===== src/pms_consts.svh =====
// Constants of the PMBus monitor and status port.
// Assumes it is included by bare name from the src files.
`ifndef PMS_CONSTS_SVH
`define PMS_CONSTS_SVH
`define PMS_CLK_NS      4
`define PMS_TELEM_NS    250000
`define PMS_INIT_MS     30
`define PMS_BUS_FREE_NS 1300
`define PMS_BASE_ADDR   7'h60
`define PMS_NCAT        6
`define PMS_CAT_CML     4
`define PMS_CMD_CLEAR   8'h03
`define PMS_CMD_ST_BYTE 8'h78
`define PMS_CMD_ST_WORD 8'h79
`define PMS_CMD_ST_VOUT 8'h7A
`define PMS_CMD_ST_IOUT 8'h7B
`define PMS_CMD_ST_IN   8'h7C
`define PMS_CMD_ST_TEMP 8'h7D
`define PMS_CMD_ST_CML  8'h7E
`define PMS_CMD_ST_MFR  8'h80
`define PMS_CMD_VIN     8'h88
`define PMS_CMD_VOUT    8'h8B
`define PMS_CMD_IOUT    8'h8C
`define PMS_CMD_TEMP    8'h8D
`define PMS_CML_BAD_CMD 7
`define PMS_CML_BAD_DAT 6
`define PMS_A_CTRL      12'h000
`define PMS_A_STATUS    12'h004
`define PMS_A_IRQ_ST    12'h008
`define PMS_A_IRQ_MK    12'h00C
`define PMS_A_ADDR      12'h010
`define PMS_IRQ_FAULT   0
`define PMS_IRQ_CLEAR   1
`define PMS_IRQ_COMM    2
`endif


===== src/pms_pkg.sv =====
// Types of the PMBus monitor and status port.
// Assumes nothing beyond a SystemVerilog compiler.
package pms_pkg;
   typedef enum logic [2:0] {
      PMS_IDLE = 3'b000,
      PMS_ADDR = 3'b001,
      PMS_CMD  = 3'b010,
      PMS_WDAT = 3'b011,
      PMS_TX   = 3'b100
   } pms_state_type;

   typedef struct packed {
      logic [2:0]    scl_s;
      logic [2:0]    sda_s;
      pms_state_type state;
      logic [3:0]    bitcnt;
      logic [7:0]    shift;
      logic          rnw;
      logic          ack;
      logic          sda_oe;
      logic          scl_hold;
      logic          cmd_valid;
      logic          wr_valid;
      logic          rd_req;
      logic [3:0]    byte_idx;
      logic          stop_seen;
   } pms_eng_type;

   typedef struct packed {
      logic [3:0]       strap_a;
      logic [3:0]       strap_b;
      logic [3:0]       strap_idx;
      logic [6:0]       base;
      logic [22:0]      init_cnt;
      logic             init_done;
      logic [15:0]      tel_cnt;
      logic [3:0][15:0] tel;
      logic [5:0][7:0]  cat;
      logic             busy_l;
      logic [7:0]       cmd;
      logic             accept;
      logic [7:0]       rd_data;
      logic             rd_ready;
      logic [2:0]       irq_st;
      logic [2:0]       irq_mk;
      logic [31:0]      prdata;
      logic             alert;
      logic             irq;
   } pms_core_type;
endpackage


===== src/pms_smb_if.sv =====
// Byte-level link between the serial engine and the status core.
// Assumes both ends run on core_clk.
`timescale 1ns/10ps
interface pms_smb_if;
   logic [6:0] own_addr;
   logic       cmd_valid;
   logic       wr_valid;
   logic [7:0] rx_byte;
   logic       rd_req;
   logic [3:0] rd_index;
   logic [7:0] rd_data;
   logic       rd_ready;
   logic       accept;
   logic       stop_seen;
   modport engine (input own_addr, rd_data, rd_ready, accept,
                   output cmd_valid, wr_valid, rx_byte, rd_req,
                   rd_index, stop_seen);
   modport core (output own_addr, rd_data, rd_ready, accept,
                 input cmd_valid, wr_valid, rx_byte, rd_req,
                 rd_index, stop_seen);
endinterface


===== src/pms_monitor_port.sv =====
// PMBus monitor and status port: telemetry, sticky status, APB view.
// Assumes fault_events, measurements and power_good_signal come from
// core_clk logic; SCL, SDA and the strap are raw pins.
// What this block does
// - Standard SMBus transactions; target stretches SCL, host waits.
// - Requests refused while busy latch the BUSY status bit.
// - Input voltage, output voltage, current, temperature readable.
// - Telemetry snapshot refreshed every 0.25 ms.
// - Status split into summary byte/word and category bytes.
// - Category and BUSY status bits stay latched until clear-faults command 0x03.
// - Output re-enable never clears latched status; only clear-faults.
// - Bus clock 100 to 400 kHz must work.
// - Ready about 30 ms after control supply comes up.
// - Temperature taken from the hot-spot sensor input.
// - No packet error checking byte generated or checked.
// - Open-drain alert line flags latched faults.
// - Target address is base (default 0x60) plus strap index.
`timescale 1ns/10ps
`include "pms_consts.svh"
module pms_monitor_port #(
   parameter int TEL_CYC  = `PMS_TELEM_NS / `PMS_CLK_NS,
   parameter int INIT_CYC = `PMS_INIT_MS * 1000000 / `PMS_CLK_NS
) (
   input  wire logic        core_clk,
   input  wire logic        rst_n,
   input  wire logic        psel,
   input  wire logic        penable,
   input  wire logic        pwrite,
   input  wire logic [11:0] paddr,
   input  wire logic [31:0] pwdata,
   output logic      [31:0] prdata,
   output logic             pready,
   output logic             pslverr,
   input  wire logic        scl_in,
   output logic             scl_out,
   output logic             scl_oe,
   input  wire logic        sda_in,
   output logic             sda_out,
   output logic             sda_oe,
   input  wire logic        fault_alert_line_in,
   output logic             fault_alert_line_out,
   output logic             fault_alert_line_oe,
   input  wire logic [3:0]  addr_strap,
   input  wire logic        power_good_signal,
   input  wire logic [47:0] fault_events,
   input  wire logic [15:0] vin_meas,
   input  wire logic [15:0] vout_meas,
   input  wire logic [15:0] iout_meas,
   input  wire logic [15:0] hot_spot_temp,
   output logic             init_done,
   output logic             irq
);
   localparam logic [15:0] TEL_LAST  = 16'(TEL_CYC - 1);
   localparam logic [22:0] INIT_LAST = 23'(INIT_CYC - 1);

   pms_pkg::pms_core_type st;
   pms_pkg::pms_core_type next_st;
   pms_smb_if             bus ();
   logic [5:0][7:0]       ext_ev;
   logic [5:0][7:0]       ev_cat;
   logic [5:0][7:0]       cat_next;
   logic [7:0]            cml_ev;
   logic                  busy_ev;
   logic                  clear_now;
   logic                  next_accept;
   logic                  is_status;
   logic                  known;
   logic [15:0]           status_word;
   logic [15:0]           rd_w;
   logic                  rd_two;
   logic                  apb_wr;
   logic                  mapped;
   logic [2:0]            w1c;
   logic [2:0]            irq_ev;

   // The alert, clock and data pins only ever pull low.
   assign scl_out              = 1'b0;
   assign sda_out              = 1'b0;
   assign fault_alert_line_out = 1'b0;
   assign fault_alert_line_oe  = st.alert;
   assign init_done            = st.init_done;
   assign irq                  = st.irq;
   assign ext_ev               = fault_events;
   assign bus.own_addr = st.base + {3'h0, st.strap_idx};
   assign bus.accept   = st.accept;
   assign bus.rd_data  = st.rd_data;
   assign bus.rd_ready = st.rd_ready;

   pms_smb_target u_engine (
      .core_clk (core_clk),
      .rst_n    (rst_n),
      .scl_in   (scl_in),
      .sda_in   (sda_in),
      .scl_oe   (scl_oe),
      .sda_oe   (sda_oe),
      .bus      (bus.engine)
   );

   // Summary byte: busy, off, vout, iout, input, temp, cml, other.
   // Word high byte: vout, iout, input, mfr, power-good low.
   assign status_word = {|st.cat[0], |st.cat[1], |st.cat[2],
                         |st.cat[5], ~power_good_signal, 3'h0,
                         st.busy_l, 1'b0, |st.cat[0], |st.cat[1],
                         |st.cat[2], |st.cat[3], |st.cat[4],
                         |st.cat[5] | ~power_good_signal};

   // Command decode. Status reads stay open while busy so that the host
   // can still see why it was refused.
   always_comb begin
      is_status = 1'b0;
      known     = 1'b1;
      case (bus.rx_byte)
         `PMS_CMD_ST_BYTE, `PMS_CMD_ST_WORD, `PMS_CMD_ST_VOUT,
         `PMS_CMD_ST_IOUT, `PMS_CMD_ST_IN, `PMS_CMD_ST_TEMP,
         `PMS_CMD_ST_CML, `PMS_CMD_ST_MFR: is_status = 1'b1;
         `PMS_CMD_CLEAR, `PMS_CMD_VIN, `PMS_CMD_VOUT, `PMS_CMD_IOUT,
         `PMS_CMD_TEMP: known = 1'b1;
         default: known = 1'b0;
      endcase
   end

   always_comb begin
      clear_now   = 1'b0;
      busy_ev     = 1'b0;
      cml_ev      = 8'h00;
      next_accept = st.accept;
      if (bus.cmd_valid) begin
         if (!st.init_done && !is_status) begin
            next_accept = 1'b0;
            busy_ev     = 1'b1;
         end else if (!known) begin
            next_accept                = 1'b0;
            cml_ev[`PMS_CML_BAD_CMD]   = 1'b1;
         end else begin
            next_accept = 1'b1;
            clear_now   = (bus.rx_byte == `PMS_CMD_CLEAR);
         end
      end
      // No command here takes data, so written bytes are refused.
      if (bus.wr_valid) begin
         next_accept              = 1'b0;
         cml_ev[`PMS_CML_BAD_DAT] = 1'b1;
      end
   end

   // Read data per command; words go low byte first, then 0xFF filler.
   always_comb begin
      rd_w   = 16'hFFFF;
      rd_two = 1'b0;
      case (st.cmd)
         `PMS_CMD_ST_BYTE: rd_w[7:0] = status_word[7:0];
         `PMS_CMD_ST_WORD: begin
            rd_w   = status_word;
            rd_two = 1'b1;
         end
         `PMS_CMD_ST_VOUT: rd_w[7:0] = st.cat[0];
         `PMS_CMD_ST_IOUT: rd_w[7:0] = st.cat[1];
         `PMS_CMD_ST_IN:   rd_w[7:0] = st.cat[2];
         `PMS_CMD_ST_TEMP: rd_w[7:0] = st.cat[3];
         `PMS_CMD_ST_CML:  rd_w[7:0] = st.cat[4];
         `PMS_CMD_ST_MFR:  rd_w[7:0] = st.cat[5];
         // The low code bits do not follow the snapshot order, so each
         // reading command picks its own slot.
         `PMS_CMD_VIN: begin
            rd_w   = st.tel[0];
            rd_two = 1'b1;
         end
         `PMS_CMD_VOUT: begin
            rd_w   = st.tel[1];
            rd_two = 1'b1;
         end
         `PMS_CMD_IOUT: begin
            rd_w   = st.tel[2];
            rd_two = 1'b1;
         end
         `PMS_CMD_TEMP: begin
            rd_w   = st.tel[3];
            rd_two = 1'b1;
         end
         default: rd_w = 16'hFFFF;
      endcase
   end

   // Each category latches its events; a clear in the same cycle as an
   // event keeps the event, so nothing is lost across a clear.
   genvar gi;
   generate
      for (gi = 0; gi < `PMS_NCAT; gi++) begin : g_cat
         assign ev_cat[gi] = ext_ev[gi]
                           | ((gi == `PMS_CAT_CML) ? cml_ev : 8'h00);
         assign cat_next[gi] = (clear_now ? 8'h00 : st.cat[gi])
                             | ev_cat[gi];
      end
   endgenerate

   // APB decode: zero wait, read data captured in the setup cycle, writes taken in the access cycle.
   assign pready  = psel & penable;
   assign apb_wr  = psel & penable & pwrite;
   assign mapped  = (paddr == `PMS_A_CTRL) || (paddr == `PMS_A_STATUS)
                 || (paddr == `PMS_A_IRQ_ST) || (paddr == `PMS_A_IRQ_MK)
                 || (paddr == `PMS_A_ADDR);
   assign pslverr = psel & penable & ~mapped;
   assign prdata  = st.prdata;
   assign w1c     = (apb_wr && paddr == `PMS_A_IRQ_ST) ? pwdata[2:0]
                                                       : 3'h0;
   assign irq_ev  = {(cml_ev != 8'h00) | busy_ev, clear_now,
                     ext_ev != 48'h0};

   // Core state update.
   always_comb begin
      next_st         = st;
      next_st.strap_a = addr_strap;
      next_st.strap_b = st.strap_a;
      // The strap is followed until ready, then frozen.
      if (!st.init_done) begin
         next_st.strap_idx = st.strap_b;
         next_st.init_cnt  = st.init_cnt + 23'h1;
         next_st.init_done = (st.init_cnt == INIT_LAST);
      end
      // Host reads see a stable snapshot between refreshes.
      if (st.tel_cnt == TEL_LAST) begin
         next_st.tel_cnt = 16'h0;
         next_st.tel     = {hot_spot_temp, iout_meas, vout_meas,
                            vin_meas};
      end else begin
         next_st.tel_cnt = st.tel_cnt + 16'h1;
      end
      if (bus.cmd_valid) begin
         next_st.cmd = bus.rx_byte;
      end
      next_st.accept   = next_accept;
      next_st.rd_ready = bus.rd_req;
      if (bus.rd_req) begin
         if (bus.rd_index == 4'h0) begin
            next_st.rd_data = rd_w[7:0];
         end else if (bus.rd_index == 4'h1 && rd_two) begin
            next_st.rd_data = rd_w[15:8];
         end else begin
            next_st.rd_data = 8'hFF;
         end
      end
      next_st.cat    = cat_next;
      next_st.busy_l = (st.busy_l & ~clear_now) | busy_ev;
      next_st.alert  = (cat_next != 48'h0) | next_st.busy_l;
      next_st.irq_st = (st.irq_st & ~w1c) | irq_ev;
      if (apb_wr && paddr == `PMS_A_CTRL) begin
         next_st.base = pwdata[6:0];
      end
      if (apb_wr && paddr == `PMS_A_IRQ_MK) begin
         next_st.irq_mk = pwdata[2:0];
      end
      next_st.irq = |(next_st.irq_st & next_st.irq_mk);
      if (psel && !penable) begin
         case (paddr)
            `PMS_A_CTRL:   next_st.prdata = {25'h0, st.base};
            `PMS_A_STATUS: next_st.prdata = {15'h0, st.init_done,
                                             status_word};
            `PMS_A_IRQ_ST: next_st.prdata = {29'h0, st.irq_st};
            `PMS_A_IRQ_MK: next_st.prdata = {29'h0, st.irq_mk};
            `PMS_A_ADDR:   next_st.prdata = {25'h0, bus.own_addr};
            default:       next_st.prdata = 32'h0;
         endcase
      end
   end

   always_ff @(posedge core_clk) begin
      if (!rst_n) begin
         st      <= '0;
         st.base <= `PMS_BASE_ADDR;
      end else begin
         st <= next_st;
      end
   end

   a_clear_empties: assert property (@(posedge core_clk) disable iff
      (!rst_n) (clear_now && ext_ev == 48'h0) |=> (st.cat == 48'h0)
      && !st.busy_l) else $error("clear-faults left bits set");
   a_clear_flag: assert property (@(posedge core_clk) disable iff
      (!rst_n) clear_now |=> st.irq_st[`PMS_IRQ_CLEAR])
      else $error("clear-faults did not flag its interrupt");
   a_status_sticky: assert property (@(posedge core_clk) disable iff
      (!rst_n) !clear_now |=> (($past(st.cat) & ~st.cat) == 48'h0))
      else $error("status bit fell without clear");
   a_event_sets: assert property (@(posedge core_clk) disable iff
      (!rst_n) 1'b1 |=> ((st.cat & $past(ev_cat)) == $past(ev_cat)))
      else $error("event did not set its status bit");
   a_tel_refresh: assert property (@(posedge core_clk) disable iff
      (!rst_n) (st.tel_cnt == TEL_LAST) |=> (st.tel[0] == $past(vin_meas))
      && (st.tel[3] == $past(hot_spot_temp)) && (st.tel_cnt == 16'h0))
      else $error("telemetry not refreshed on period");
   a_tel_stable: assert property (@(posedge core_clk) disable iff
      (!rst_n) (st.tel_cnt != TEL_LAST) |=> $stable(st.tel))
      else $error("telemetry changed mid period");
   a_busy_refuse: assert property (@(posedge core_clk) disable iff
      (!rst_n) (bus.cmd_valid && !st.init_done && !is_status)
      |=> !bus.accept && st.busy_l && fault_alert_line_oe)
      else $error("busy request not refused");
   a_alert_level: assert property (@(posedge core_clk) disable iff
      (!rst_n) (st.cat != 48'h0) |-> fault_alert_line_oe)
      else $error("alert not driven with latched fault");
   a_read_answer: assert property (@(posedge core_clk) disable iff
      (!rst_n) bus.rd_req |=> bus.rd_ready ##1 !bus.rd_ready)
      else $error("read byte not answered in one cycle");
   a_init_time: assert property (@(posedge core_clk) disable iff
      (!rst_n) $rose(st.init_done) |-> ($past(st.init_cnt) == INIT_LAST))
      else $error("ready came at the wrong count");
endmodule // pms_monitor_port


===== src/pms_smb_target.sv =====
// SMBus target bit engine: start/stop, address match, byte shifting.
// Assumes SCL and SDA are raw pins and the core answers a read
// request within a few cycles while SCL is held low.
`timescale 1ns/10ps
module pms_smb_target (
   input  wire logic core_clk,
   input  wire logic rst_n,
   input  wire logic scl_in,
   input  wire logic sda_in,
   output logic      scl_oe,
   output logic      sda_oe,
   pms_smb_if.engine bus
);
   pms_pkg::pms_eng_type st;
   pms_pkg::pms_eng_type next_st;
   logic scl_v;
   logic sda_v;
   logic scl_rise;
   logic scl_fall;
   logic start_c;
   logic stop_c;

   // Stage 0 feeds only stage 1; edges compare stage 1 with stage 2.
   // At 4 ns sampling even 400 kHz leaves over 300 samples per phase.
   assign scl_v    = st.scl_s[1];
   assign sda_v    = st.sda_s[1];
   assign scl_rise = scl_v & ~st.scl_s[2];
   assign scl_fall = ~scl_v & st.scl_s[2];
   assign start_c  = scl_v & st.scl_s[2] & ~sda_v & st.sda_s[2];
   assign stop_c   = scl_v & st.scl_s[2] & sda_v & ~st.sda_s[2];

   assign scl_oe        = st.scl_hold;
   assign sda_oe        = st.sda_oe;
   assign bus.cmd_valid = st.cmd_valid;
   assign bus.wr_valid  = st.wr_valid;
   assign bus.rx_byte   = st.shift;
   assign bus.rd_req    = st.rd_req;
   assign bus.rd_index  = st.byte_idx;
   assign bus.stop_seen = st.stop_seen;

   // Bit sequencing; a start anywhere restarts the frame, the idle gap
   // before it is not timed here.
   always_comb begin
      next_st           = st;
      next_st.scl_s     = {st.scl_s[1:0], scl_in};
      next_st.sda_s     = {st.sda_s[1:0], sda_in};
      next_st.cmd_valid = 1'b0;
      next_st.wr_valid  = 1'b0;
      next_st.rd_req    = 1'b0;
      next_st.stop_seen = 1'b0;
      if (start_c) begin
         next_st.state    = pms_pkg::PMS_ADDR;
         next_st.bitcnt   = 4'h0;
         next_st.sda_oe   = 1'b0;
         next_st.scl_hold = 1'b0;
      end else if (stop_c) begin
         next_st.state     = pms_pkg::PMS_IDLE;
         next_st.sda_oe    = 1'b0;
         next_st.scl_hold  = 1'b0;
         next_st.stop_seen = 1'b1;
      end else if (st.state == pms_pkg::PMS_TX) begin
         if (st.scl_hold && bus.rd_ready) begin
            next_st.shift    = bus.rd_data;
            next_st.sda_oe   = ~bus.rd_data[7];
            next_st.scl_hold = 1'b0;
         end else if (scl_fall && st.bitcnt < 4'h7) begin
            next_st.shift  = {st.shift[6:0], 1'b0};
            next_st.sda_oe = ~st.shift[6];
            next_st.bitcnt = st.bitcnt + 4'h1;
         end else if (scl_fall && st.bitcnt == 4'h7) begin
            next_st.sda_oe = 1'b0;
            next_st.bitcnt = 4'h8;
         end else if (scl_rise && st.bitcnt == 4'h8) begin
            // A host NACK ends the read; no check byte follows.
            if (sda_v) begin
               next_st.state = pms_pkg::PMS_IDLE;
            end else begin
               next_st.bitcnt = 4'h9;
            end
         end else if (scl_fall && st.bitcnt == 4'h9) begin
            next_st.bitcnt   = 4'h0;
            next_st.byte_idx = st.byte_idx + 4'h1;
            next_st.rd_req   = 1'b1;
            next_st.scl_hold = 1'b1;
         end
      end else if (st.state != pms_pkg::PMS_IDLE) begin
         if (scl_rise && st.bitcnt < 4'h8) begin
            next_st.shift  = {st.shift[6:0], sda_v};
            next_st.bitcnt = st.bitcnt + 4'h1;
            if (st.bitcnt == 4'h7) begin
               next_st.cmd_valid = (st.state == pms_pkg::PMS_CMD);
               next_st.wr_valid  = (st.state == pms_pkg::PMS_WDAT);
            end
         end else if (scl_fall && st.bitcnt == 4'h8) begin
            next_st.bitcnt = 4'h9;
            if (st.state == pms_pkg::PMS_ADDR) begin
               next_st.ack = (st.shift[7:1] == bus.own_addr);
               next_st.rnw = st.shift[0];
            end else begin
               next_st.ack = bus.accept;
            end
            next_st.sda_oe = next_st.ack;
         end else if (scl_fall && st.bitcnt == 4'h9) begin
            next_st.sda_oe = 1'b0;
            next_st.bitcnt = 4'h0;
            if (!st.ack) begin
               next_st.state = pms_pkg::PMS_IDLE;
            end else if (st.state == pms_pkg::PMS_ADDR && st.rnw) begin
               next_st.state    = pms_pkg::PMS_TX;
               next_st.rd_req   = 1'b1;
               next_st.scl_hold = 1'b1;
               next_st.byte_idx = 4'h0;
            end else if (st.state == pms_pkg::PMS_ADDR) begin
               next_st.state = pms_pkg::PMS_CMD;
            end else begin
               next_st.state = pms_pkg::PMS_WDAT;
            end
         end
      end
   end

   // Lines idle high, so the synchronisers reset to one.
   always_ff @(posedge core_clk) begin
      if (!rst_n) begin
         st       <= '0;
         st.scl_s <= 3'h7;
         st.sda_s <= 3'h7;
      end else begin
         st <= next_st;
      end
   end

   a_stretch_release: assert property (@(posedge core_clk) disable iff
      (!rst_n) (st.scl_hold && bus.rd_ready && !start_c && !stop_c)
      |=> !scl_oe && (sda_oe == !$past(bus.rd_data[7])))
      else $error("stretch not released on read data");
   a_addr_ack: assert property (@(posedge core_clk) disable iff (!rst_n)
      (st.state == pms_pkg::PMS_ADDR && st.bitcnt == 4'h8 && scl_fall
       && !start_c && !stop_c) |=> (sda_oe == (st.shift[7:1] == bus.own_addr)))
      else $error("address acknowledge wrong");
endmodule // pms_smb_target

===== config.mk =====
export PLATFORM = sky130hd
export DESIGN_NAME = pms_monitor_port
export DESIGN_NICKNAME = d
export VERILOG_FILES = /design/src/pms_pkg.sv /design/src/pms_smb_if.sv /design/src/pms_monitor_port.sv /design/src/pms_smb_target.sv
export VERILOG_INCLUDE_DIRS = /design/src /design/src/src
export SDC_FILE = /design/constraint.sdc
export NUM_CORES = 1
export LEC_CHECK = 0
export ABC_AREA = 1
export BUFFER_PORTS_ARGS = -buffer_cell sky130_fd_sc_hd__buf_2
export CAP_MARGIN = 0
export CORE_MARGIN = 2
export CORE_UTILIZATION = 50
export CTS_CLUSTER_DIAMETER = 50
export CTS_CLUSTER_SIZE = 8
export DETAILED_ROUTE_END_ITERATION = 12
export GPL_TIMING_DRIVEN = 0
export PLACE_DENSITY = 0.72
export SYNTH_ARGS = -nofsm -noshare
export SYNTH_HDL_FRONTEND = slang
export SYNTH_HIERARCHICAL = 1
export SYNTH_SLANG_ARGS = --single-unit

===== constraint.sdc =====
create_clock -name core_clk -period 3.2 [get_ports core_clk]
set_clock_uncertainty 0.15 [all_clocks]
set_input_delay 0.32 -clock core_clk [delete_from_list [all_inputs] [get_ports core_clk]]
set_output_delay 0.32 -clock core_clk [all_outputs]
set_load 0.05 [all_outputs]

### Word-level counts from Yosys, hierarchy flattened

Index checks and enable logic that the tools add are counted.

| word-level totals | value |
|---|---|
| logic and storage cells | 312 |
| input port bits | 169 |
| bits in registers | 262 |

| operators by class | value |
|---|---|
| order comparisons | 2 |
| bitwise logic cells | 42 |
| muxes and demuxes | 95 |
| add/subtract/negate cells | 5 |
| reductions and logical operators | 64 |
| equality and inequality tests | 63 |

Operators with widths:

| cell | count |
|---|---|
| $eq A8 B7 Y1 const B | 14 |
| $reduce_bool A48 Y1 | 2 |
| $mux W8 | 11 |
| $pmux W8 S11 | 1 |
| $pmux W17 S5 | 1 |
| $eq A8 B8 Y1 const B | 10 |
| $mux W5 | 12 |
| $or A8 B8 Y8 | 7 |
| $reduce_or A8 Y1 | 7 |
| $pmux W8 S5 | 1 |
| $mux W1 | 35 |
| $mux W4 | 8 |
| $mux W3 | 10 |
| $mux W7 | 4 |
| $mux W26 | 1 |
| $eq A12 B4 Y1 const B | 2 |
| $add A23 B1 Y23 const B | 1 |
| $eq A23 B23 Y1 const B | 1 |
| $mux W2 | 9 |
| $reduce_and A9 Y1 | 2 |
| $add A16 B1 Y16 const B | 1 |
| $eq A16 B16 Y1 const B | 1 |
| $ne A4 B2 Y1 const B | 4 |
| $not A1 Y1 | 16 |
| 49 further kinds | 110 |

### Longest topological paths before layout

Gate-level depths: netlist (run 1).

| logic depth | value |
|---|---|
| word-level depth | 15 |
| depth in mapped cells | 16 |
| mapped depth without buffers | 15 |

### Hierarchy

Netlist (run 1), hierarchy kept.

By module, submodules not included:

| module | cells each | area each (µm²) | seq. area each (µm²) | times used |
|---|---|---|---|---|
| pms_monitor_port | 1503 | 10299.9 | 4244.1 | 1 |
| pms_smb_target | 314 | 2152.1 | 660.6 | 1 |

### Least setup slack after synthesis (run 1)

Ideal clock, no wire load.

| timing path | value |
|---|---|
| path kind | register to register |
| from | register st[211] in the netlist's numbering |
| to | register u_engine.st (netlist bit u_engine/sda_oe) |
| setup slack | 1.047 ns |
| data arrival time | 1.939 ns |
| stages on the path, launching flop included | 14 |
| buffers on the path | 0 |
| path through | dfxtp_1 -> ha_1 -> fa_1 -> a31oi_1 -> nor3_1 -> xor2_1 -> inv_1 -> xnor2_1 -> nand2_1 -> nor2_1 -> nand2_1 -> a21oi_1 -> nor2_1 -> nor2_1 |

| between the ends | value |
|---|---|
| cells in the longest elaborated chain, start to end | 13 |

RTL lines:

| element | RTL line | text |
|---|---|---|
| from (decl) | pms_monitor_port.sv:56 | `pms_pkg::pms_core_type st;` |
| from (signal assigned) | pms_monitor_port.sv:271 | `st <= next_st;` |
| $add A7 B4 Y7 | pms_monitor_port.sv:84 | `assign bus.own_addr = st.base + {3'h0, st.strap_idx};` |
| net bus.own_addr[6] | pms_smb_if.sv:5 | `logic [6:0] own_addr;` |
| $eq A7 B7 Y1 | pms_smb_target.sv:97 | `next_st.ack = (st.shift[7:1] == bus.own_addr);` |
| $mux W1 | pms_smb_target.sv:96 | `if (st.state == pms_pkg::PMS_ADDR) begin` |
| $mux W1 | pms_smb_target.sv:94 | `end else if (scl_fall && st.bitcnt == 4'h8) begin` |
| $mux W1 | pms_smb_target.sv:87 | `if (scl_rise && st.bitcnt < 4'h8) begin` |
| $mux W1 | pms_smb_target.sv:86 | `end else if (st.state != pms_pkg::PMS_IDLE) begin` |
| $mux W1 | pms_smb_target.sv:61 | `end else if (st.state == pms_pkg::PMS_TX) begin` |
| $mux W1 | pms_smb_target.sv:56 | `end else if (stop_c) begin` |
| $mux W1 | pms_smb_target.sv:51 | `if (start_c) begin` |
| $mux W1 | pms_smb_target.sv:94 |  |
| $mux W4 | pms_smb_target.sv:87 |  |
| $mux W26 | pms_smb_target.sv:86 |  |
| $mux W2 | pms_smb_target.sv:61 |  |
| to (signal assigned) | pms_smb_target.sv:129 | `st <= next_st;` |
| to (decl) | pms_smb_target.sv:14 | `pms_pkg::pms_eng_type st;` |

The timed path passes the listed nets, and every way through them passes these cells. The select of a mux whose other input is x is not followed.
A chain may end at the register's enable or synchronous reset.

### Worst setup path in the final report (run 1)

| timing path | value |
|---|---|
| from | register u_engine.st (netlist bit u_engine/bus.rx_byte[6]) |
| to | register st (netlist bit fault_alert_line_oe) |

| between the ends | value |
|---|---|
| cells in the longest elaborated chain, start to end | 11 |
| elaborated cells between the ends (all ways) | 45 |

RTL lines:

| element | RTL line | text |
|---|---|---|
| $eq A8 B7 Y1 / $eq A8 B8 Y1 (equally long branches) | pms_monitor_port.sv:112 | `case (bus.rx_byte)` |
| $reduce_or A8 Y1 | - |  |
| $mux W1 | pms_monitor_port.sv:112 |  |
| $logic_not A1 Y1 | pms_monitor_port.sv:128 | `if (!st.init_done && !is_status) begin` |
| $logic_and A1 B1 Y1 | pms_monitor_port.sv:128 |  |
| $mux W1 | pms_monitor_port.sv:128 |  |
| $mux W1 | pms_monitor_port.sv:127 | `if (bus.cmd_valid) begin` |
| $mux W8 (tied with other cells) | pms_monitor_port.sv:191 | `assign cat_next[gi] = (clear_now ? 8'h00 : st.cat[gi])` |
| $or A8 B8 Y8 / $and A1 B1 Y1 (equally long branches) | pms_monitor_port.sv:192, pms_monitor_port.sv:243 |  |
| $reduce_bool A48 Y1 / $or A1 B1 Y1 (equally long branches) | pms_monitor_port.sv:244, pms_monitor_port.sv:243 |  |
| $or A1 B1 Y1 * | pms_monitor_port.sv:244 | `next_st.alert = (cat_next != 48'h0) \| next_st.busy_l;` |

Every way passes the cells marked *; elsewhere a longest branch is shown, timed or not.

==> results.sh, run 1 <==
export IMPL_outcome="finished clean"
export IMPL_worstMarginPinSlew_ns=0.8610
export IMPL_fmax_mhz=391.7
export IMPL_fin_area_um2=15940
export IMPL_io_pins=211
export IMPL_cts_root_buf="clkbuf_16"
export IMPL_path_clk_slew_ns=0.05
export IMPL_ir_drop_mv=0.4833
export IMPL_p_clk_share_pct=47.3
export IMPL_num_vias=13100
export IMPL_numCtsBuffers=37
export IMPL_p_int_uw=5650
export IMPL_dr_pass1_iters=5
export IMPL_timing_final_crit_share_pct=79.79
export IMPL_timing_max_cap_violations=0
export IMPL_r2r_end="fault_alert_line_oe$_SDFF_PN0_"
export IMPL_relSlewSlack_pct=42.07
export IMPL_grt_pass1_vias=12600
export IMPL_power_share_sequential_pct=42.8
export IMPL_met3WireLength_um=2711
export IMPL_diodes=0
export IMPL_yosys_warnings=6
export IMPL_route_detailed_drc=0
export IMPL_die_h_um=161.7
export IMPL_hold_start="pwdata[2]"
export IMPL_core_area_um2=24390
export IMPL_cts_tree="built"
export IMPL_syn_avg_cell_area_um2=6.847
export IMPL_clock_path_buffers=3
export IMPL_r2r_cells=15
export IMPL_holdPathStages=3
export IMPL_numPortBuffers=163
export IMPL_place_area_um2=13720
export IMPL_gr_usage_all_layers_pct=30.07
export IMPL_overflow=0
export IMPL_crit_start="u_engine/bus.rx_byte[6]$_SDFFE_PN0P_"
export IMPL_rsz0062_at_grt="no"
export IMPL_hp_class="primary input to flop"
export IMPL_clock_latency_ns=0.52
export IMPL_gp_congestion=0.9381
export IMPL_critPathLaunchType="flop"
export IMPL_wl_per_cell_um=16.05
export IMPL_swShare_pct=24.21
export IMPL_arrival_ns=2.75
export IMPL_nets=2336
export IMPL_critPathMaxFanout=10
export IMPL_ctsResizeCount=0
export IMPL_routed_wl_um=39880
export IMPL_drive_above_1_share_pct=16.80
export IMPL_wl_met1_um=17030
export IMPL_synth_cells=1815
export IMPL_tns_ns=0
export IMPL_start_util_pct=50.95
export IMPL_p_leak_uw=0.006924
export IMPL_path_class="flop to flop"
export IMPL_ff2ff_setup_slack_ns=0.65
export IMPL_route_met2_wl_um=18320
export IMPL_whs_endpoint="st[213]$_SDFFE_PN0P_"
export IMPL_critPathRequiredTime_ns=3.40
export IMPL_numClockSinks=244
export IMPL_power_switching_uw=1805
export IMPL_cellPowerDensity_nw_per_um2=467.6
export IMPL_h_tree_depth=2
export IMPL_r2r_start="u_engine/bus.rx_byte[6]$_SDFFE_PN0P_"
export IMPL_die_w_um=161.7
export IMPL_highest_layer="met4"
export IMPL_comb_power_share_pct=10.0
export IMPL_rows=57
export IMPL_setup_violations=0
export IMPL_min_period_ns=2.553
export IMPL_grt_pass1_wl_um=62790
export IMPL_drtIter0Drc=1165
export IMPL_syn_cell_area_um2=12430
export IMPL_hpwl_um=29150
export IMPL_antenna_found_initial=0
export IMPL_die_area_um2=26130
export IMPL_grt_max_degree=11
export IMPL_slew_violations=0
export IMPL_final_antenna_net_count=0
export IMPL_placedCellCount=2322
export IMPL_viasPerCell=5.272
export IMPL_stdcell_count=2485
export IMPL_endpoint_kind="flop"
export IMPL_hold_violations=0
export IMPL_synthToLayoutAreaGrowth_pct=28.29
-- registers in the layout, indices dropped and copies added, names as in the netlist --
| register | cells |
|---|---|
| u_engine/scl_oe | 1 |
| irq | 1 |
| u_engine/bus.rd_req | 1 |
| u_engine/bus.wr_valid | 1 |
| u_engine/next_st | 4 |
| bus.rd_data | 8 |
| bus.rd_ready | 1 |
| bus.accept | 1 |
| next_st | 4 |
| u_engine/bus.rx_byte | 8 |
| u_engine/st | 11 |
| st | 181 |
| u_engine/bus.cmd_valid | 1 |
| init_done | 1 |
| u_engine/bus.rd_index | 4 |
| u_engine/sda_oe | 1 |
| prdata | 14 |
| fault_alert_line_oe | 1 |
-- layer usage --
| metal | vias up | track usage, % |
|---|---|---|
| li1 | 6473 | - |
| met2 | 500 | 50.35 |
| met1 | 6007 | 38.62 |
| met3 | 120 | 4.290 |
| met4 | 0 | 13.72 |
| met5 | - | 0 |
-- cell usage in the layout (no fill, tap or decap), types with 5 or more instances in the layout --
cell type        n
a211oi_1         5
a21oi_1        147
a22o_1           6
buf_2          175
buf_4           48
clkbuf_1        38
clkbuf_16       37
conb_1          21
dfxtp_1        244
dlygate4sd3_1  119
ha_1            10
inv_1          203
inv_2           20
nand2_1        338
nand2_2         13
nand3_1         83
nand3_2          8
nand4_1         32
nor2_1         297
nor2_2          13
nor2_4          15
nor3_1          33
nor3_2           8
nor4_1          21
o21a_1          10
o21ai_0        131
o22ai_1          9
or2_2            6
xnor2_1          8
xor2_1          14
-- layout make-up --
cell class | instances | area (µm²)
tap | 324 | 405.4
clock inverter | 3 | 47.55
inverter | 224 | 840.8
fill | 2185 | 8447
sequential | 244 | 4885
buffer | 103 | 596.8
clock buffer | 41 | 980.9
multi-input combinational | 1264 | 6181
timing repair buffer | 282 | 2007
-- critical path, stage by stage (launching register included) --
cell	delay (ns)
dfxtp_1	0.42
buf_4	0.16
inv_1	0.07
nor2_1	0.10
nand3_1	0.15
nand3_2	0.13
nand3_2	0.16
buf_2	0.28
nand2_1	0.11
nand2_1	0.05
nor2_1	0.20
nand2_1	0.08
nor2_1	0.10
nand2_1	0.06
nor2_1	0.09
a21oi_1	0.09
-- metrics by stage --
| stage | total power (µW) | utilization, % | setup slack [ns] | hold WS [ns] |
|---|---|---|---|---|
| detailed placement | 3856 | 56.27 | 0.3914 | 0.2468 |
| global placement | 3846 | 56.27 | 0.3673 | 0.2448 |
| finish | 7455 | 65.37 | 0.6467 | 0.02395 |
| floorplan | 3625 | - | 1.047 | 0.2405 |
| CTS | 7468 | 65.37 | 0.6805 | 0.004626 |
| global route | 7702 | 65.37 | 0.3948 | 0.02750 |
-- timing repair --
action | in CTS | in global routing
buffers inserted | 0 | 0
endpoints found under the hold margin | 119 | 0
hold buffers | 119 | 0
-- power groups by stage --
stage / Sequential [µW] / Combinational [µW] / Clock (µW)
after floorplan: 3220 / 403 / 0
after global placement: 3240 / 604 / 0
after detailed placement: 3240 / 613 / 0
after CTS: 3180 / 726 / 3560
after global routing: 3190 / 813 / 3700
final: 3190 / 744 / 3520
-- worst max-delay path by stage --
stage	to	slack, ns	depth (start not counted)
after floorplan	u_engine/sda_oe$_SDFFE_PP0P_	1.05	13
after global placement	st[212]$_SDFFE_PN0P_	0.37	6
after detailed placement	st[212]$_SDFFE_PN0P_	0.39	6
after CTS	irq$_SDFF_PN0_	0.68	10
after global routing	fault_alert_line_oe$_SDFF_PN0_	0.39	16
final	fault_alert_line_oe$_SDFF_PN0_	0.65	15
Power figures use the tool's default switching activity.
==> inputs of run 2 (changes only) <==
ABC_AREA = 0   (was 1)
PLACE_DENSITY = 0.75   (was 0.72)
clock period = 2.19 ns   (was 3.2 ns; I/O delays follow)
==> run 2 against run 1 <==
Net effect:
- the run now ends with setup timing left
- sequential power is 45% higher
- critical path depth is 3 lower
- sequential cell count did not move
- core utilization up 3.4 points
- routed wire length is 3.8% higher
- highest routed layer unchanged
- global-route usage is 0.78 points higher
- total power grew 47%
- clock power up 53%
- non-clock buffer count up 63
==> results.sh, run 2 <==
export IMPL_core_area_um2=24110
export IMPL_setup_violations=7
export IMPL_largest_reg_flops=181
export IMPL_whs_ns=0.02543
export IMPL_path_class="flop to flop"
export IMPL_cellPowerDensity_nw_per_um2=658.8
export IMPL_wl_met1_um=17050
export IMPL_route_detailed_drc=0
export IMPL_layout_common_cells="dfxtp_1 (226), nand2_1 (197), buf_2 (173)"
export IMPL_die_w_um=160.0
export IMPL_final_common_cell="dfxtp_1"
export IMPL_synth_cells=1414
export IMPL_final_antenna_net_count=0
export IMPL_setup_ws_ns=-0.5015
export IMPL_p_int_uw=8396
export IMPL_start_util_pct=50.46
export IMPL_worstMarginPinSlew_ns=0.8049
export IMPL_fillCellCount=1869
export IMPL_clock_latency_ns=0.51
export IMPL_overflow=0
export IMPL_endpoint_kind="flop"
export IMPL_io_pins=211
export IMPL_syn_avg_cell_area_um2=8.603
export IMPL_grt_pass1_vias=11960
export IMPL_drtIter0Drc=1206
export IMPL_min_period_ns=2.692
export IMPL_p_clk_share_pct=49.3
export IMPL_timing_max_cap_violations=0
export IMPL_rows=57
export IMPL_die_area_um2=25590
export IMPL_num_vias=12230
export IMPL_die_h_um=160.0
export IMPL_comb_power_share_pct=8.3
export IMPL_arrival_ns=2.97
export IMPL_diodes=0
export IMPL_synthToLayoutAreaGrowth_pct=36.32
export IMPL_cts_tree="built"
export IMPL_critPathMaxFanout=3
export IMPL_numPortBuffers=162
export IMPL_h_tree_depth=2
export IMPL_ir_drop_mv=0.4816
export IMPL_critPathRequiredTime_ns=2.47
export IMPL_met3WireLength_um=3070
export IMPL_numCtsBuffers=38
export IMPL_slew_violations=0
export IMPL_fmax_mhz=371.5
export IMPL_gp_congestion=0.9450
export IMPL_syn_cell_area_um2=12160
export IMPL_antenna_found_initial=1
export IMPL_power_share_sequential_pct=42.4
export IMPL_gr_usage_all_layers_pct=30.85
export IMPL_cts_root_buf="clkbuf_16"
export IMPL_outcome="finished, violations left"
export IMPL_path_clk_slew_ns=0.05
export IMPL_relSlewSlack_pct=46.34
export IMPL_hp_class="primary input to flop"
export IMPL_hold_violations=0
export IMPL_rsz0062_at_grt="yes"
export IMPL_seq_area_um2=4920
export IMPL_wl_per_cell_um=19.47
export IMPL_grt_pass1_wl_um=63550
export IMPL_clock_path_buffers=3
export IMPL_timing_final_crit_share_pct=122.9
export IMPL_power_switching_uw=2529
export IMPL_yosys_warnings=6
export IMPL_critPathLaunchType="flop"
export IMPL_drive_above_1_share_pct=24.86
export IMPL_viasPerCell=5.753
export IMPL_swShare_pct=23.15
export IMPL_route_met2_wl_um=19270
export IMPL_p_leak_uw=0.006325
export IMPL_top_register="st"
export IMPL_dr_pass1_iters=6
export IMPL_grt_max_degree=11
export IMPL_nets=1973
export IMPL_numClockSinks=244
export IMPL_hpwl_um=27000
export IMPL_routed_wl_um=41400
export IMPL_multi_input_area_um2=6952
export IMPL_violations="setup timing"
export IMPL_highest_layer="met4"
export IMPL_tns_ns=-1.052
-- run 2: routing by layer --
layer | GRT usage, % | up-vias
met5 | 0 | -
li1 | - | 5696
met3 | 5.221 | 162
met4 | 14.58 | 0
met2 | 51.18 | 639
met1 | 39.25 | 5733
-- run 2: through the flow --
stage	power [µW]	util, %	instance area (µm²)	setup slack (ns)	std cells
3_3_place_gp	5359	55.90	13480	-0.6075	1920
4_1_cts	10890	66.28	15980	-0.5092	2100
6_report	10930	68.79	16580	-0.5015	2126
2_1_floorplan	5084	-	12260	-0.2051	1434
3_5_place_dp	5371	55.90	13480	-0.5471	1920
5_1_grt	11230	68.79	16580	-0.6686	2126
-- run 2: worst paths after layout --
kind | start | end | slack [ns] | depth (start not counted)
worst min register to register | u_engine/next_st[31]$_SDFF_PN1_ | u_engine/next_st[32]$_SDFF_PN1_ | 0.26 | 1
worst max register to register | st[211]$_SDFFE_PN0P_ | u_engine/st[10]$_SDFFE_PN0P_ | -0.50 | 12
worst min-delay path | power_good_signal | prdata[11]$_SDFFE_PN0P_ | 0.03 | 3
worst max-delay path | st[211]$_SDFFE_PN0P_ | u_engine/st[10]$_SDFFE_PN0P_ | -0.50 | 12
-- run 2: power by group through the flow --
stage                     combinational [µW]  sequential (µW)  clock [µW]
after CTS                                844             4630        5420
after floorplan                          403             4680           0
final                                    910             4630        5380
after detailed placement                 659             4710           0
after global routing                     966             4630        5630
after global placement                   649             4710           0
-- run 2: layout make-up --
class | count | area share (%)
Tap cell | 324 | 2.445
Multi-Input combinational cell | 1047 | 41.92
Timing Repair Buffer | 324 | 14.30
Buffer | 124 | 4.784
Clock inverter | 3 | 0.2792
Clock buffer | 46 | 6.285
Inverter | 14 | 0.3169
Sequential cell | 244 | 29.67
-- run 2: timing repair --
item	in CTS	in global routing
setup buffers	5	29
gates cloned	0	0
setup endpoints to repair	126	120
endpoints found under the hold margin	135	0
pin swaps	5	23
resized for setup	38	111
hold buffers	128	0
-- run 2: worst max-delay path: stages (launching register included) --
cell      delay (ns)
dfxtp_4         0.35
ha_4            0.16
fa_2            0.33
a21o_1          0.17
a21oi_2         0.19
nor2_1          0.08
xor2_1          0.23
xnor2_1         0.15
nand4_1         0.11
nor4_2          0.16
mux2i_1         0.11
or2_1           0.26
a21boi_1        0.16
==> inputs of run 3 (changes only) <==
BUFFER_PORTS_ARGS = unset   (was -buffer_cell sky130_fd_sc_hd__buf_2)
DONT_BUFFER_PORTS = 1   (was unset)
PLACE_DENSITY = 0.68   (was 0.75)
SYNTH_HIERARCHICAL = unset   (was 1)
==> run 3 against run 2 <==
Net effect:
- the run still ends with setup timing left
- combinational power is 15% lower
- cell count is 10% lower
- routed wire length is 5.4% lower
- design area is 7.2% lower
- worst hold slack worse by 0.022 ns
- sequential share of layout area is 2.4 points higher
- synthesized cell count is 1.8% lower
- total power is 0.78% lower
- fmax is 12% higher
- sequential cell count stayed put
- largest power group unchanged
==> results.sh, run 3 <==
export IMPL_fmax_mhz=415.3
export IMPL_die_area_um2=24050
export IMPL_final_antenna_net_count=0
export IMPL_path_class="flop to flop"
export IMPL_syn_avg_cell_area_um2=8.223
export IMPL_ys_flop_type="dfxtp_1"
export IMPL_yosys_warnings=0
export IMPL_dr_pass1_iters=5
export IMPL_tns_ns=-1.019
export IMPL_hpwl_um=26440
export IMPL_critPathMaxFanout=3
export IMPL_diodes=0
export IMPL_num_vias=11370
export IMPL_largest_reg_flops=181
export IMPL_rsz0062_at_grt="yes"
export IMPL_slew_violations=0
export IMPL_route_detailed_drc=0
export IMPL_hp_class="primary input to flop"
export IMPL_cp_cell_sequence="ha_4 > inv_2 > fa_2 > nand2b_4 > a2111o_1 > o211a_1 > a211o_1 > a21o_1 > a221oi_2"
export IMPL_clock_latency_ns=0.52
export IMPL_die_w_um=155.1
export IMPL_io_pins=211
export IMPL_ir_drop_mv=0.5290
export IMPL_ys_ff_latch=244
export IMPL_synth_top_cell_area_share_pct=42.80
export IMPL_ys_top_cells_by_area="dfxtp_1 (43%), nand2_1 (6.5%), a21oi_1 (6.4%), nor2_1 (5.4%), mux2i_1 (3.9%)"
export IMPL_grt_pass1_wl_um=59240
export IMPL_cts_root_buf="clkbuf_16"
export IMPL_wl_per_cell_um=20.54
export IMPL_post_place_ws_ns=-0.6806
export IMPL_cellPowerDensity_nw_per_um2=704.6
export IMPL_numCtsBuffers=38
export IMPL_routed_wl_um=39170
export IMPL_worstMarginPinSlew_ns=0.8446
export IMPL_gr_usage_all_layers_pct=31.21
export IMPL_start_util_pct=50.72
export IMPL_grt_pass1_vias=11110
export IMPL_swShare_pct=23.46
export IMPL_p_int_uw=8296
export IMPL_outcome="finished, violations left"
export IMPL_p_clk_share_pct=49.8
export IMPL_nets=1795
export IMPL_synth_cells=1388
export IMPL_final_common_cell="dfxtp_1"
export IMPL_yosysSeqAreaShare_pct=42.80
export IMPL_die_h_um=155.1
export IMPL_h_tree_depth=2
export IMPL_power_share_sequential_pct=43.1
export IMPL_numPortBuffers=0
export IMPL_synthToLayoutAreaGrowth_pct=34.80
export IMPL_post_route_util_pct=68.37
export IMPL_arrival_ns=2.68
export IMPL_drtIter0Drc=1020
export IMPL_critical_path_max_stage_delay_ns=0.37
export IMPL_cts_tree="built"
export IMPL_synth_common_cells="dfxtp_1 (244), nand2_1 (199), nor2_1 (164)"
export IMPL_numClockSinks=244
export IMPL_path_clk_slew_ns=0.05
export IMPL_min_period_ns=2.408
export IMPL_endpoint_kind="flop"
export IMPL_fillCellCount=1760
export IMPL_top_register="st"
export IMPL_rows=55
export IMPL_antenna_found_initial=0
export IMPL_critPathLaunchType="flop"
export IMPL_p_leak_uw=0.005569
export IMPL_grt_max_degree=11
export IMPL_timing_max_cap_violations=0
export IMPL_timing_final_crit_share_pct=109.9
export IMPL_overflow=0
export IMPL_setup_ws_ns=-0.2177
export IMPL_synth_edf_count=0
export IMPL_drive_above_1_share_pct=19.11
export IMPL_viasPerCell=5.964
export IMPL_async_reset_ff_share_pct=0
export IMPL_synth_most_common_cell="dfxtp_1"
export IMPL_hold_violations=0
export IMPL_critPathRequiredTime_ns=2.47
export IMPL_violations="setup timing"
export IMPL_syn_cell_area_um2=11410
export IMPL_gp_congestion=1.005
export IMPL_core_area_um2=22500
export IMPL_power_switching_uw=2543
export IMPL_synth_area_leader_cell="dfxtp_1"
export IMPL_synth_cell_types=83
export IMPL_total_power_uw=10840
export IMPL_relSlewSlack_pct=43.18
export IMPL_layout_common_cells="dfxtp_1 (219), nand2_1 (193), nor2_1 (153)"
export IMPL_clock_path_buffers=3
export IMPL_setup_violations=7
export IMPL_crit_path_top_delay_cell="a2111o_1"
export IMPL_comb_power_share_pct=7.1
-- run 3: final cells by class --
cell class | count | area [µm²] | area share, %
multi-input combinational | 1029 | 6536 | 42.49
clock buffer | 42 | 987.2 | 6.417
clock inverter | 7 | 103.9 | 0.6750
timing repair buffer | 175 | 1694 | 11.01
tap | 285 | 356.6 | 2.318
inverter | 21 | 83.83 | 0.5449
buffer | 104 | 694.4 | 4.514
sequential | 244 | 4928 | 32.03
-- run 3: metal layers --
layer	global-route usage [%]	vias up	wire length (µm)
li1	-	5301	-
met1	39.66	5451	15900
met2	51.75	508	18360
met3	7.242	114	3368
met4	11.82	0	1542
met5	0	-	0
-- run 3: power by group through the flow --
stage	clock network (µW)	logic, µW	registers (µW)
2_1_floorplan	0	407	4700
3_3_place_gp	0	502	4740
3_5_place_dp	0	511	4740
4_1_cts	5440	726	4650
5_1_grt	5640	822	4670
6_report	5400	772	4670
-- run 3: logic make-up (layout without fill, tap and decap cells) --
kind of cell             after synthesis  in the layout  share of synthesized area (%)
AND/OR/NAND/NOR                      580            581                          23.99
flip-flops                           244            244                          42.80
other                                  1             21                        0.03286
AO/OA/AOI/OAI                        316            316                          17.21
buffers and inverters                136            349                          5.909
multiplexers                          50             50                          4.769
adder cells (fa/ha/maj)               13             13                          1.491
XOR/XNOR                              48             48                          3.804
-- run 3: critical path, delay by kind of cell (launching register included) --
family,cells,cell delay [ns]
flip-flops,1,0.35
buffers and inverters,1,0.03
adder cells (fa/ha/maj),2,0.48
AO/OA/AOI/OAI,5,1.15
AND/OR/NAND/NOR,1,0.16
-- run 3: metrics by stage --
| stage | std cells | area [µm²] | hold WS [ns] |
|---|---|---|---|
| final | 1907 | 15380 | 0.003005 |
| after global routing | 1907 | 15380 | 0.02532 |
| after CTS | 1888 | 14890 | 0.007298 |
| after detailed placement | 1693 | 12010 | 0.1748 |
| after global placement | 1693 | 12010 | 0.1761 |
| after floorplan | 1408 | 11650 | 0.1705 |
-- run 3: worst paths after layout --
| path | startpoint | to | slack [ns] | cells after the start |
|---|---|---|---|---|
| max | st[218]$_SDFFE_PN0N_ | u_engine.sda_oe$_SDFFE_PP0P_ | -0.22 | 9 |
| min | paddr[3] | prdata[11]$_SDFFE_PN0P_ | 0.003 | 4 |
| max reg2reg | st[218]$_SDFFE_PN0N_ | u_engine.sda_oe$_SDFFE_PP0P_ | -0.22 | 9 |
| min reg2reg | u_engine.next_st[31]$_SDFF_PN1_ | u_engine.next_st[32]$_SDFF_PN1_ | 0.27 | 1 |
-- run 3: timing repair --
action                                 CTS  global route
endpoints found under the hold margin  141             0
pin swaps                               14            17
setup buffers                           19            20
setup endpoints to repair              156           157
hold buffers                           134             0
resized for setup                      105           104
cloned                                   1             2
